===== src/shared/bsd_pkg.sv =====
// Constants, field layouts and carrier types of the bridge secondary control decode.
// Assumes one clock domain and a plain register port with one-cycle strobes.
//
// What this block does
// - Fast back-to-back only when bit 7 set
// - Bit 6 drives downstream reset out
// - Mode 0: reads give all ones, writes dropped
// - Mode 1: PCI master abort gives UR
// - Mode 1: UR completion gives PCI target abort
// - Mode 1: posted write abort signals error
// - Bit 4 makes I/O bits 15:10 decode
// - Full decode matters only with display decode
// - Claim memory 000A0000h through 000BFFFFh downstream
// - Claim I/O 3B0h-3BBh, 3C0h-3DFh, upper zero
// - Refuse legacy display addresses going upstream
// - Display forwarding ignores alias bit and windows
// - Forwarding still needs command space enables
// - Display decode off: windows alone decide
package bsd_pkg;

  // ----------------------------------------------------------------
  // Register offsets
  // ----------------------------------------------------------------
  localparam logic [7:0] BSD_OFF_CMD = 8'h04;
  localparam logic [7:0] BSD_OFF_BCTL = 8'h3e;
  localparam logic [7:0] BSD_OFF_IRQ_STAT = 8'h80;
  localparam logic [7:0] BSD_OFF_IRQ_MASK = 8'h84;

  // ----------------------------------------------------------------
  // Field positions and reset values
  // ----------------------------------------------------------------
  localparam int BSD_CMD_IO_BIT = 0;
  localparam int BSD_CMD_MEM_BIT = 1;
  localparam int BSD_BC_VGA_BIT = 3;
  localparam int BSD_BC_LEGACY_DISPLAY_FULL_DECODE_BIT = 4;
  localparam int BSD_BC_MAM_BIT = 5;
  localparam int BSD_BC_SECONDARY_BUS_RESET_BIT = 6;
  localparam int BSD_BC_FBB_BIT = 7;
  localparam logic [15:0] BSD_CMD_RST = 16'h0000;
  localparam logic [15:0] BSD_CMD_WMASK = 16'h0003;
  localparam logic [15:0] BSD_BCTL_RST = 16'h0000;
  localparam logic [15:0] BSD_BCTL_WMASK = 16'h00f8;

  // Interrupt status bits: one per event.
  localparam int BSD_EV_W = 4;
  localparam int BSD_EV_MABORT = 0;
  localparam int BSD_EV_UR_CPL = 1;
  localparam int BSD_EV_PW_ERR = 2;
  localparam int BSD_EV_UP_REFUSE = 3;
  localparam logic [BSD_EV_W-1:0] BSD_EV_RST = 4'h0;

  // ----------------------------------------------------------------
  // Legacy display address ranges
  // ----------------------------------------------------------------
  localparam logic [31:0] BSD_VGA_MEM_LO = 32'h000a_0000;
  localparam logic [31:0] BSD_VGA_MEM_HI = 32'h000b_ffff;
  localparam logic [9:0] BSD_VGA_IO_A_LO = 10'h3b0;
  localparam logic [9:0] BSD_VGA_IO_A_HI = 10'h3bb;
  localparam logic [9:0] BSD_VGA_IO_B_LO = 10'h3c0;
  localparam logic [9:0] BSD_VGA_IO_B_HI = 10'h3df;
  localparam logic [31:0] BSD_ALL_ONES = 32'hffff_ffff;

  // ----------------------------------------------------------------
  // Carrier types
  // ----------------------------------------------------------------
  // One address-phase request presented for decode.
  typedef struct packed {
    logic valid;
    logic is_io;
    logic is_mem;
    logic win_hit;
    logic [31:0] addr;
  } bsd_req_t;

  // Termination report of a forwarded transaction.
  typedef struct packed {
    logic valid;
    logic is_read;
    logic is_posted;
  } bsd_term_t;

endpackage


===== src/rtl/bsd_bridge_ctrl.sv =====
// Bridge control and legacy display decode for a PCI Express to PCI bridge.
// Assumes the base/limit logic reports window hits and the transaction engines
// report master aborts and unsupported request completions as one-cycle events.
`timescale 1ns/1ps
`default_nettype none
module bsd_bridge_ctrl
  import bsd_pkg::*;
(
  // Clock and reset
  input wire logic clk_sys,
  input wire logic rst,
  // Register port
  input wire logic [7:0] reg_addr,
  input wire logic [15:0] reg_wdata,
  input wire logic reg_wr,
  input wire logic reg_rd,
  output logic [15:0] reg_rdata,
  // Downstream decode, primary to secondary
  input wire bsd_pkg::bsd_req_t dn_req,
  output logic dn_claim,
  // Upstream decode, secondary to primary
  input wire bsd_pkg::bsd_req_t up_req,
  output logic up_forward,
  output logic up_refused,
  // Master abort on PCI for a forwarded transaction
  input wire bsd_pkg::bsd_term_t pci_mabort,
  // Unsupported request completion from PCI Express
  input wire bsd_pkg::bsd_term_t pcie_ur_cpl,
  // Termination responses
  output logic ur_cpl_out,
  output logic target_abort_out,
  output logic read_ones_out,
  output logic [31:0] read_fill_data,
  output logic write_discard_out,
  output logic error_signal_out,
  // Secondary bus controls
  output logic back_to_back_enable,
  output logic downstream_reset_out,
  // Interrupt
  output logic irq
);
  import bsd_pkg::*;

  // ----------------------------------------------------------------
  // Decode helpers
  // ----------------------------------------------------------------

  // Legacy display memory window.
  function automatic logic vga_mem_hit(input logic [31:0] a);
    vga_mem_hit = (a >= BSD_VGA_MEM_LO) && (a <= BSD_VGA_MEM_HI);
  endfunction

  // Legacy display I/O ports; aliases pass unless full decode is on.
  function automatic logic vga_io_hit(input logic [31:0] a, input logic full16);
    logic lo_ok;
    lo_ok = ((a[9:0] >= BSD_VGA_IO_A_LO) && (a[9:0] <= BSD_VGA_IO_A_HI)) ||
            ((a[9:0] >= BSD_VGA_IO_B_LO) && (a[9:0] <= BSD_VGA_IO_B_HI));
    vga_io_hit = (a[31:16] == 16'h0000) && lo_ok &&
                 (!full16 || (a[15:10] == 6'h00));
  endfunction

  // ----------------------------------------------------------------
  // Register state
  // ----------------------------------------------------------------
  logic [15:0] cmd_r;
  logic [15:0] bctl_r;
  logic [BSD_EV_W-1:0] stat_r;
  logic [BSD_EV_W-1:0] mask_r;
  logic [BSD_EV_W-1:0] ev_set;
  logic io_en;
  logic mem_en;
  logic vga_en;
  logic full16;
  logic abort_report_mode;
  logic dn_vga;
  logic dn_win;
  logic up_vga;

  assign io_en = cmd_r[BSD_CMD_IO_BIT];
  assign mem_en = cmd_r[BSD_CMD_MEM_BIT];
  assign vga_en = bctl_r[BSD_BC_VGA_BIT];
  // Full decode is only consulted inside the display decode path.
  assign full16 = bctl_r[BSD_BC_LEGACY_DISPLAY_FULL_DECODE_BIT];
  assign abort_report_mode = bctl_r[BSD_BC_MAM_BIT];

  // Command space enables; only the two enable bits are stored.
  always_ff @(posedge clk_sys or posedge rst) begin
    if (rst) begin
      cmd_r <= BSD_CMD_RST;
    end else if (reg_wr && reg_addr == BSD_OFF_CMD) begin
      cmd_r <= reg_wdata & BSD_CMD_WMASK;
    end
  end

  // Bridge control fields; a write lands before the next decode edge.
  always_ff @(posedge clk_sys or posedge rst) begin
    if (rst) begin
      bctl_r <= BSD_BCTL_RST;
    end else if (reg_wr && reg_addr == BSD_OFF_BCTL) begin
      bctl_r <= reg_wdata & BSD_BCTL_WMASK;
    end
  end

  // Interrupt mask.
  always_ff @(posedge clk_sys or posedge rst) begin
    if (rst) begin
      mask_r <= BSD_EV_RST;
    end else if (reg_wr && reg_addr == BSD_OFF_IRQ_MASK) begin
      mask_r <= reg_wdata[BSD_EV_W-1:0];
    end
  end

  // Sticky status, cleared by a read; an event in the clearing cycle survives.
  always_ff @(posedge clk_sys or posedge rst) begin
    if (rst) begin
      stat_r <= BSD_EV_RST;
    end else if (reg_rd && reg_addr == BSD_OFF_IRQ_STAT) begin
      stat_r <= ev_set;
    end else begin
      stat_r <= stat_r | ev_set;
    end
  end

  // Read data, valid only in the cycle after the strobe.
  always_ff @(posedge clk_sys or posedge rst) begin
    if (rst) begin
      reg_rdata <= 16'h0000;
    end else if (reg_rd) begin
      case (reg_addr)
        BSD_OFF_CMD: reg_rdata <= cmd_r;
        BSD_OFF_BCTL: reg_rdata <= bctl_r;
        BSD_OFF_IRQ_STAT: reg_rdata <= {12'h000, stat_r};
        BSD_OFF_IRQ_MASK: reg_rdata <= {12'h000, mask_r};
        default: reg_rdata <= 16'h0000;
      endcase
    end else begin
      reg_rdata <= 16'h0000;
    end
  end

  // Level interrupt from any unmasked status bit.
  always_ff @(posedge clk_sys or posedge rst) begin
    if (rst) begin
      irq <= 1'b0;
    end else begin
      irq <= |((stat_r | ev_set) & mask_r);
    end
  end

  // ----------------------------------------------------------------
  // Secondary bus controls
  // ----------------------------------------------------------------

  // Registered copies keep the pins glitch free after a config write.
  always_ff @(posedge clk_sys or posedge rst) begin
    if (rst) begin
      back_to_back_enable <= 1'b0;
      downstream_reset_out <= 1'b0;
    end else begin
      back_to_back_enable <= bctl_r[BSD_BC_FBB_BIT];
      downstream_reset_out <= bctl_r[BSD_BC_SECONDARY_BUS_RESET_BIT];
    end
  end

  // ----------------------------------------------------------------
  // Address decode
  // ----------------------------------------------------------------

  // Downstream display hits bypass the alias bit and the base/limit windows, but not
  // the command space enables.
  assign dn_vga = vga_en && ((dn_req.is_io && io_en && vga_io_hit(dn_req.addr, full16)) ||
                  (dn_req.is_mem && mem_en && vga_mem_hit(dn_req.addr)));
  assign dn_win = (dn_req.is_io && io_en && dn_req.win_hit) ||
                  (dn_req.is_mem && mem_en && dn_req.win_hit);
  assign up_vga = vga_en && ((up_req.is_io && vga_io_hit(up_req.addr, full16)) ||
                  (up_req.is_mem && vga_mem_hit(up_req.addr)));

  // Downstream claim.
  always_ff @(posedge clk_sys or posedge rst) begin
    if (rst) begin
      dn_claim <= 1'b0;
    end else begin
      dn_claim <= dn_req.valid && (dn_vga || dn_win);
    end
  end

  // Upstream forwarding: addresses owned downstream never go up.
  always_ff @(posedge clk_sys or posedge rst) begin
    if (rst) begin
      up_forward <= 1'b0;
      up_refused <= 1'b0;
    end else begin
      up_forward <= up_req.valid && !up_req.win_hit && !up_vga;
      up_refused <= up_req.valid && !up_req.win_hit && up_vga;
    end
  end

  // ----------------------------------------------------------------
  // Abort reporting
  // ----------------------------------------------------------------

  // Events for the status register.
  always_comb begin
    ev_set = BSD_EV_RST;
    ev_set[BSD_EV_MABORT] = pci_mabort.valid;
    ev_set[BSD_EV_UR_CPL] = pcie_ur_cpl.valid;
    ev_set[BSD_EV_PW_ERR] = pci_mabort.valid && pci_mabort.is_posted && abort_report_mode;
    ev_set[BSD_EV_UP_REFUSE] = up_req.valid && !up_req.win_hit && up_vga;
  end

  // Mode 1 reports the abort in the other protocol; mode 0 hides it with
  // all-ones read data and a silent write drop.
  always_ff @(posedge clk_sys or posedge rst) begin
    if (rst) begin
      ur_cpl_out <= 1'b0;
      target_abort_out <= 1'b0;
      error_signal_out <= 1'b0;
      read_ones_out <= 1'b0;
      write_discard_out <= 1'b0;
      read_fill_data <= 32'h0000_0000;
    end else begin
      ur_cpl_out <= pci_mabort.valid && abort_report_mode;
      target_abort_out <= pcie_ur_cpl.valid && abort_report_mode;
      error_signal_out <= pci_mabort.valid && pci_mabort.is_posted && abort_report_mode;
      read_ones_out <= !abort_report_mode && ((pci_mabort.valid && pci_mabort.is_read) ||
                       (pcie_ur_cpl.valid && pcie_ur_cpl.is_read));
      write_discard_out <= !abort_report_mode && ((pci_mabort.valid && !pci_mabort.is_read) ||
                           (pcie_ur_cpl.valid && !pcie_ur_cpl.is_read));
      read_fill_data <= BSD_ALL_ONES;
    end
  end
endmodule
`default_nettype wire


===== config.mk =====
export PLATFORM = sky130hd
export DESIGN_NAME = bsd_bridge_ctrl
export DESIGN_NICKNAME = d
export VERILOG_FILES = /design/src/shared/bsd_pkg.sv /design/src/rtl/bsd_bridge_ctrl.sv
export SDC_FILE = /design/constraint.sdc
export NUM_CORES = 1
export LEC_CHECK = 0
export ABC_CLOCK_PERIOD_IN_PS = 3300
export BUFFER_PORTS_ARGS = -buffer_cell sky130_fd_sc_hd__buf_2
export CORE_MARGIN = 2
export CORE_UTILIZATION = 41
export CTS_CLUSTER_DIAMETER = 200
export CTS_CLUSTER_SIZE = 20
export DETAILED_ROUTE_END_ITERATION = 8
export HOLD_SLACK_MARGIN = 0.05
export PLACE_DENSITY_LB_ADDON = 0.25
export SKIP_CTS_REPAIR_TIMING = 1
export SLEW_MARGIN = 20
export SYNTH_ARGS = -nofsm -noshare
export SYNTH_HDL_FRONTEND = slang
export SYNTH_SLANG_ARGS = --single-unit

===== constraint.sdc =====
create_clock -name clk_sys -period 3.3 [get_ports clk_sys]
set_clock_uncertainty 0.1 [all_clocks]
set_input_delay 0 -clock clk_sys [delete_from_list [all_inputs] [get_ports clk_sys]]
set_output_delay 0 -clock clk_sys [all_outputs]
set_load 0.05 [all_outputs]

==> Word level (Yosys, flattened, before mapping) <==
Index checks and enable logic that the tools add are counted.
{ "classes": {"n_reduce_logical": 59, "n_eq_ne": 4, "magnitude_cmp": 12, "bitwise_logic": 2, "n_mux": 3} }
{ "op_table": {"columns": ["op", "n"], "rows": [
  ["$ge A32 B20 Y1 const B", 2],
  ["$le A32 B20 Y1 const B", 2],
  ["$ge A10 B10 Y1 const B", 4],
  ["$le A10 B10 Y1 const B", 4],
  ["$logic_and A1 B1 Y1", 38],
  ["$logic_not A16 Y1", 2],
  ["$pmux W8 S4", 1],
  ["$eq A8 B8 Y1 const B", 2],
  ["$mux W16", 1],
  ["$logic_not A6 Y1", 2],
  ["$logic_or A1 B1 Y1", 10],
  ["$eq A8 B3 Y1 const B", 1],
  ["$eq A8 B6 Y1 const B", 1],
  ["$logic_not A1 Y1", 6],
  ["$and A4 B4 Y4", 1],
  ["$mux W4", 1],
  ["$or A4 B4 Y4", 1],
  ["$reduce_or A4 Y1", 1]
]} }
{ "totals": {"ff_bits": 43} }

==> Longest topological paths before layout <==
Gate-level depths: netlist of run 1.
{ "depth": {"ltp_word": 12, "depth_mapped": 5, "mapped_depth_nobuf": 5} }

==> Least setup slack after synthesis of run 1 <==
OpenSTA, ideal clock, no wires.
{ "synth_path": {"kind": "register -> output", "start": "register read_fill_data[0] (netlist name)", "end": "output read_fill_data[10]", "required_ns": 3.200, "path_stages_with_launch": 2, "arrival_time_ns": 1.400, "path_slack_ns": 1.800, "path_cell_list": "dfrtp_1 -> buf_4"} }
{ "synth_rtl": {"columns": ["element", "line_no", "text"], "rows": [
  ["to (decl)", "bsd_bridge_ctrl.sv:33", "output logic [31:0] read_fill_data,"]
]} }
No word-level cell between the ends.

==> Final worst setup path of run 1 <==
{ "layout_path": {"start": "input reg_addr[0]", "end": "register reg_rdata[2]"} }
{ "layout_via": {"elab_chain_len": 3, "word_cells_on_any_way": 6, "classes_between": "eq/ne (4); mux (2)"} }
{ "layout_rtl": {"columns": ["element", "line_no", "text"], "rows": [
  ["from (decl)", "bsd_bridge_ctrl.sv:13", "input wire logic [7:0] reg_addr,"],
  ["$eq A8 B8 Y1 (tied with other cells)", "bsd_bridge_ctrl.sv:129", "case (reg_addr)"],
  ["$pmux W8 S4 *", "bsd_bridge_ctrl.sv:129", null],
  ["$mux W16 *", "bsd_bridge_ctrl.sv:128", "end else if (reg_rd) begin"],
  ["to (signal assigned)", "bsd_bridge_ctrl.sv:130", "BSD_OFF_CMD: reg_rdata <= cmd_r;"],
  ["to (signal assigned)", "bsd_bridge_ctrl.sv:131", "BSD_OFF_BCTL: reg_rdata <= bctl_r;"],
  ["to (signal assigned)", "bsd_bridge_ctrl.sv:132", "BSD_OFF_IRQ_STAT: reg_rdata <= {12'h000, stat_r};"],
  ["to (decl)", "bsd_bridge_ctrl.sv:17", "output logic [15:0] reg_rdata,"]
]} }
Every way passes the cells marked *; elsewhere a longest branch is shown, timed or not.
A chain may end at the register's enable or synchronous reset.

==> flow_summary.json, run 1 <==
{
  "outcome": "finished with violations",
  "violations": "hold timing",
  "syn_area_per_cell_um2": 10.79,
  "first_global_vias": 1499,
  "grt_overflow": 0,
  "worstPathMaxFanout": 5,
  "fin_setup_tns_ps": 0,
  "ant_nets": 0,
  "yosysUniqueCellTypes": 38,
  "die-area_um2": 5134,
  "die_x_um": 71.66,
  "maxCapViolations": 0,
  "clock_path_buffers": 2,
  "setup_viol": 0,
  "syn_to_final_growth_pct": 46.80,
  "antenna_found_initial": 0,
  "power_w": 0.001028,
  "vias_per_cell": 4.763,
  "h-tree-depth": 2,
  "p_leak_nw": 1.516,
  "layout_min_cycle_time_ps": 2621,
  "timing.hold.ws_ps": -10.76,
  "synth_most_common_cell": "buf_4",
  "critPathArrivalTime_ps": 2750,
  "grt_max_degree": 36,
  "final_hold_viol_count": 1,
  "synth_top_area_frac": 0.4667,
  "drt_iter0_markers": 80,
  "r2r_cells": 5,
  "stdcell_count": 372,
  "ys_seq_elements": 35,
  "yosys-top-cells-area": "dfrtp_1 47%, buf_4 16%, mux2_2 8.4%, nand4_1 2.3%, a21o_1 2.0%",
  "yosysWarnings": 0,
  "drc": 0,
  "die_h_um": 71.66,
  "io_pins": 165,
  "cpMaxStageDelayCell": "dlygate4sd3_1",
  "syn_inst": 174,
  "dr.pass1.iters": 4,
  "grt_util_met3": 0.04782,
  "cts_root_buf": "clkbuf_8",
  "yosys-top-cells-count": "39 x buf_4, 35 x dfrtp_1, 14 x mux2_2",
  "critPathLaunchType": "primary input",
  "clock_latency_ps": 280,
  "gr-usage-all-layers": 0.1764,
  "fin_crit_sh": 0.7941,
  "fmax_mhz": 381.6,
  "clkSinkCount": 35,
  "place.gp.congestion": 0.7805,
  "min_path_cells": 5,
  "drv_slew": 0,
  "path_class": "in -> reg",
  "io_buffers": 143,
  "grt.met2_usage": 0.2829,
  "cpPeakStageDelay_ps": 560,
  "crit_chain": "dlygate4sd3_1 > buf_2 > or4_4 > nor3_4 > nand3_1 > dlygate4sd3_1 > nor2_1 > dlygate4sd3_1",
  "start_util": 0.4281,
  "num_rows": 24,
  "wl_mm": 4.868,
  "synthFlopType": "dfrtp_1",
  "grt_first_pass_wirelength_mm": 6.975,
  "endpoint_kind": "flop",
  "cts_made_buffers": 5,
  "n_antenna_cell": 0,
  "use_met1": 0.2175,
  "hpwl_mm": 3.633,
  "busiest_layer": "met2",
  "rsz0062_at_grt": "no",
  "cpMostUsedCell": "dlygate4sd3_1",
  "power_density_nw_per_um2": 373.2,
  "num-nets-final": 425,
  "coreArea_um2": 4384,
  "routedWlPerCell_um": 13.09,
  "nFillCells": 380,
  "drive_above_1_share": 0.5313,
  "path_clk_slew_ps": 70,
  "seq_area_frac_synth": 0.4667,
  "synth-edff-count": 0,
  "relSlewSlack": 0.5968,
  "netlist_area_um2": 1877,
  "hold_path_class": "in -> reg",
  "ir_drop_mv": 0.1689,
  "register_area_um2": 875.8,
  "worst_pin_slew_ps": 604.8,
  "multi_input_area_um2": 710.7,
  "synthArstFlopShare": 1.000,
  "dp_cells": 336,
  "tritoncts": "built",
  "crit_required_ps": 3430,
  "synth_top_area_cell": "dfrtp_1",
  "vias": 1772
}
-- area by class of cell --
cell class / count / share of cell area
clock buffers: 6 / 0.02634
clock inverters: 2 / 0.004541
inverters: 4 / 0.005450
multi-input cells: 101 / 0.2579
flip-flops and latches: 35 / 0.3179
well taps: 52 / 0.02361
repair buffers: 172 / 0.3642
-- state kept, by name (all words and copies together), names as in the netlist --
signal                cells
read_fill_data            1
bctl_r                    5
mask_r                    4
target_abort_out          1
read_ones_out             1
irq                       1
error_signal_out          1
downstream_reset_out      1
up_refused                1
back_to_back_enable       1
ur_cpl_out                1
write_discard_out         1
cmd_r                     2
stat_r                    4
reg_rdata                 8
dn_claim                  1
up_forward                1
-- worst max-delay path, delay by kind of cell --
kind | cells | cell delay [ps]
buffers and inverters | 4 | 1790
and+or+nand+nor | 4 | 970
-- cell usage in the layout (no fill, tap or decap), types with 4 or more instances in the layout --
master           n
nand2_1          4
dfrtp_1         35
a21o_1           5
and3_1           5
clkbuf_8         5
nand4_1          7
nand2b_1         4
nand3_1          4
nor2_1           7
nor2b_1          4
buf_2          143
inv_1            4
conb_1           9
dlygate4sd3_1   28
mux2_2          14
-- kinds of logic (layout without fill, tap and decap cells) --
family,Yosys count,in the layout,share of synthesized area
AO/OA/AOI/OAI,23,23,0.08867
buffers and inverters,45,184,0.1687
flip-flops,35,35,0.4667
multiplexers,15,15,0.08933
other,2,9,0.004001
AND/OR/NAND/NOR,54,54,0.1827
-- per-layer routing --
layer / share of wire / wire length, um / up-vias
met5: 0 / 0 / -
met4: 0.027 / 130 / 0
met3: 0.060 / 294 / 14
met2: 0.53 / 2569 / 83
met1: 0.38 / 1873 / 805
li1: - / - / 870
-- metrics by stage --
stage	instance area (um2)	worst slack, ps	hold slack (ps)	utilization
2_1_floorplan	1903	1800	-7.709	-
3_5_place_dp	2390	1463	17.68	0.5451
4_1_cts	2475	1619	-297.9	0.5645
3_3_place_gp	2390	1433	18.52	0.5451
6_report	2755	679.4	-10.76	0.6284
5_1_grt	2755	621.8	49.54	0.6284
-- worst paths after layout --
kind | to | slack [ps] | startpoint
min in group asynchronous | bctl_r[5] | 250 | rst
max in group asynchronous | bctl_r[4] | 2550 | rst
min | up_forward | -10 | up_req[25]
max reg2reg | dn_claim | 1100 | bctl_r[3]
min reg2reg | back_to_back_enable | 290 | bctl_r[7]
max | reg_rdata[2] | 680 | reg_addr[0]
-- power by group --
part / leakage [nW] / total, W / internal (W) / switching (W)
Clock: 0.0412 / 0.000299 / 0.000147 / 0.000151
Sequential: 0.467 / 0.000459 / 0.000445 / 0.0000136
Combinational: 1.01 / 0.000271 / 0.0000961 / 0.000175
(Power assumes the default switching activity.)
==> run 2, diff against run 1 <==
Settings changed: ABC_CLOCK_PERIOD_IN_PS 3300 to 2700, CORE_UTILIZATION 41 to 38.
Clock period 3.3 ns to 2.7 ns, I/O delays scaled along.
==> run 2 against run 1 <==
Net effect:
- the run still ends with hold timing left
- critical path type unchanged
- die area increased by 7.4%
- setup slack lost 580 ps
- first-iteration DRC count shrank 66%
- worst hold slack gained 5.6 ps
- power up 19%
- sequential cell count unchanged
- final area up 0.95%
- via count rose by 0.90%
==> flow_summary.json, run 2 (synthesized netlist as in run 1, its figures left out) <==
{
  "outcome": "finished with violations",
  "violations": "hold timing",
  "fin_setup_tns_ps": 0,
  "coreArea_um2": 4755,
  "power.share.clock": 0.270,
  "rsz0062_at_grt": "no",
  "antenna_found_initial": 0,
  "netSwitchingFraction": 0.3184,
  "critPathArrivalTime_ps": 2700,
  "top_regs": "reg_rdata (8), bctl_r (5)",
  "wl_mm": 4.873,
  "tritoncts": "built",
  "clock_path_buffers": 2,
  "worst_pin_slew_ps": 592.0,
  "hpwl_mm": 3.669,
  "drv_slew": 0,
  "largest_register": "reg_rdata",
  "path_clk_slew_ps": 60,
  "cts_root_buf": "clkbuf_8",
  "crit_required_ps": 2810,
  "path_class": "in -> reg",
  "hold_path_class": "in -> reg",
  "final_hold_viol_count": 1,
  "clock_latency_ps": 280,
  "cpPeakStageDelay_ps": 620,
  "fin_crit_sh": 0.9614,
  "io_pins": 165,
  "timing.hold.ws_ps": -5.155,
  "die_h_um": 74.28,
  "cpMostUsedCell": "dlygate4sd3_1",
  "dr.pass1.iters": 4,
  "worstPathMaxFanout": 4,
  "relSlewSlack": 0.6053,
  "grt_max_degree": 36,
  "drc": 0,
  "seqPwrFrac": 0.458,
  "ir_drop_mv": 0.2338,
  "num-nets-final": 427,
  "final_cell_mix": "143 x buf_2, 35 x dfrtp_1, 30 x dlygate4sd3_1",
  "power.switching_w": 0.0003900,
  "cp_top_family": "buffers and inverters",
  "die_x_um": 74.28,
  "clkSinkCount": 35,
  "syn_to_final_growth_pct": 48.20,
  "internal-power_w": 0.0008350,
  "p_leak_nw": 1.523,
  "grt_first_pass_wirelength_mm": 6.313,
  "endpoint_kind": "flop",
  "start_util": 0.3947,
  "routedWlPerCell_um": 12.59,
  "maxCapViolations": 0,
  "critPathLaunchType": "primary input",
  "cts_made_buffers": 5,
  "die-area_um2": 5517,
  "fmax_mhz": 385.2,
  "first_global_vias": 1464,
  "stdcell_count": 387,
  "dp_cells": 351,
  "crit_chain": "dlygate4sd3_1 > buf_2 > or4_4 > nor3_4 > dlygate4sd3_1 > nand3_1 > dlygate4sd3_1 > nor2_1",
  "cp_num_buf_inv": 4,
  "io_buffers": 143,
  "power_w": 0.001225,
  "layout_min_cycle_time_ps": 2596,
  "place.gp.congestion": 0.7870,
  "setup_viol": 0,
  "h-tree-depth": 2,
  "drt_iter0_markers": 27,
  "grt_overflow": 0,
  "drive_above_1_share": 0.5250,
  "cpMaxStageDelayCell": "dlygate4sd3_1",
  "vias_per_cell": 4.620,
  "vias": 1788,
  "mostFrequentLayoutCell": "buf_2",
  "n_antenna_cell": 0,
  "power_density_nw_per_um2": 440.4,
  "combPwrFrac": 0.272,
  "ant_nets": 0,
  "gr-usage-all-layers": 0.1548,
  "num_rows": 25,
  "largest_reg_flops": 8,
  "utilization": 0.5850
}
## run 2: cell types whose count changed in the layout (fill, tap and decap cells not counted)
cell / change
dlygate4sd3_1: +2
clkinv_2: -1
clkinvlp_4: -1
## run 2: power groups by stage
stage | clock (W) | sequential, W | combinational (W)
after global routing | 0.000360 | 0.000564 | 0.000356
after floorplan | 0 | 0.000597 | 0.000206
after CTS | 0.000347 | 0.000561 | 0.000306
after detailed placement | 0 | 0.000571 | 0.000305
after global placement | 0 | 0.000570 | 0.000303
final | 0.000331 | 0.000561 | 0.000333
## run 2: cell type report
cell class / instances / area, um2
Multi-Input combinational cell: 101 / 710.7
Tap cell: 67 / 83.83
Clock buffer: 6 / 72.57
Timing Repair Buffer: 174 / 1023
Inverter: 4 / 15.01
Sequential cell: 35 / 875.8
Fill cell: 432 / 1973
## run 2: worst register-to-register path, cell delays in order (launching register included)
cell and delay, ps:
dfrtp_1 430, or4b_2 600, nor3_1 180, nand4_1 130, a31oi_1 190, dlygate4sd3_1 570
## run 2: metrics by stage
stage               worst slack [ps]  area [um2]
floorplan                       1200        1903
CTS                            935.3        2481
global placement               936.7        2409
global route                   14.86        2781
finish                         104.3        2781
detailed placement             920.1        2409
## run 2: path summary, 6_finish.rpt
path                              from  slack [ps]             endpoint  cells past startpoint
setup / recovery           reg_addr[6]         100         reg_rdata[2]                      8
hold / removal              up_req[25]          -5           up_forward                      5
setup reg to reg             bctl_r[3]         450             dn_claim                      5
hold reg to reg              bctl_r[7]         290  back_to_back_enable                      0
max in group asynchronous          rst        1930     target_abort_out                      4
min in group asynchronous          rst         260    read_fill_data[0]                      4
## run 2: layer usage
metal / vias up / global-route usage / part of all wire
met5: - / 0 / 0
met4: 0 / 0.05357 / 0.013
met3: 5 / 0.04743 / 0.089
met2: 111 / 0.2758 / 0.50
met1: 805 / 0.1765 / 0.40
li1: 867 / - / -
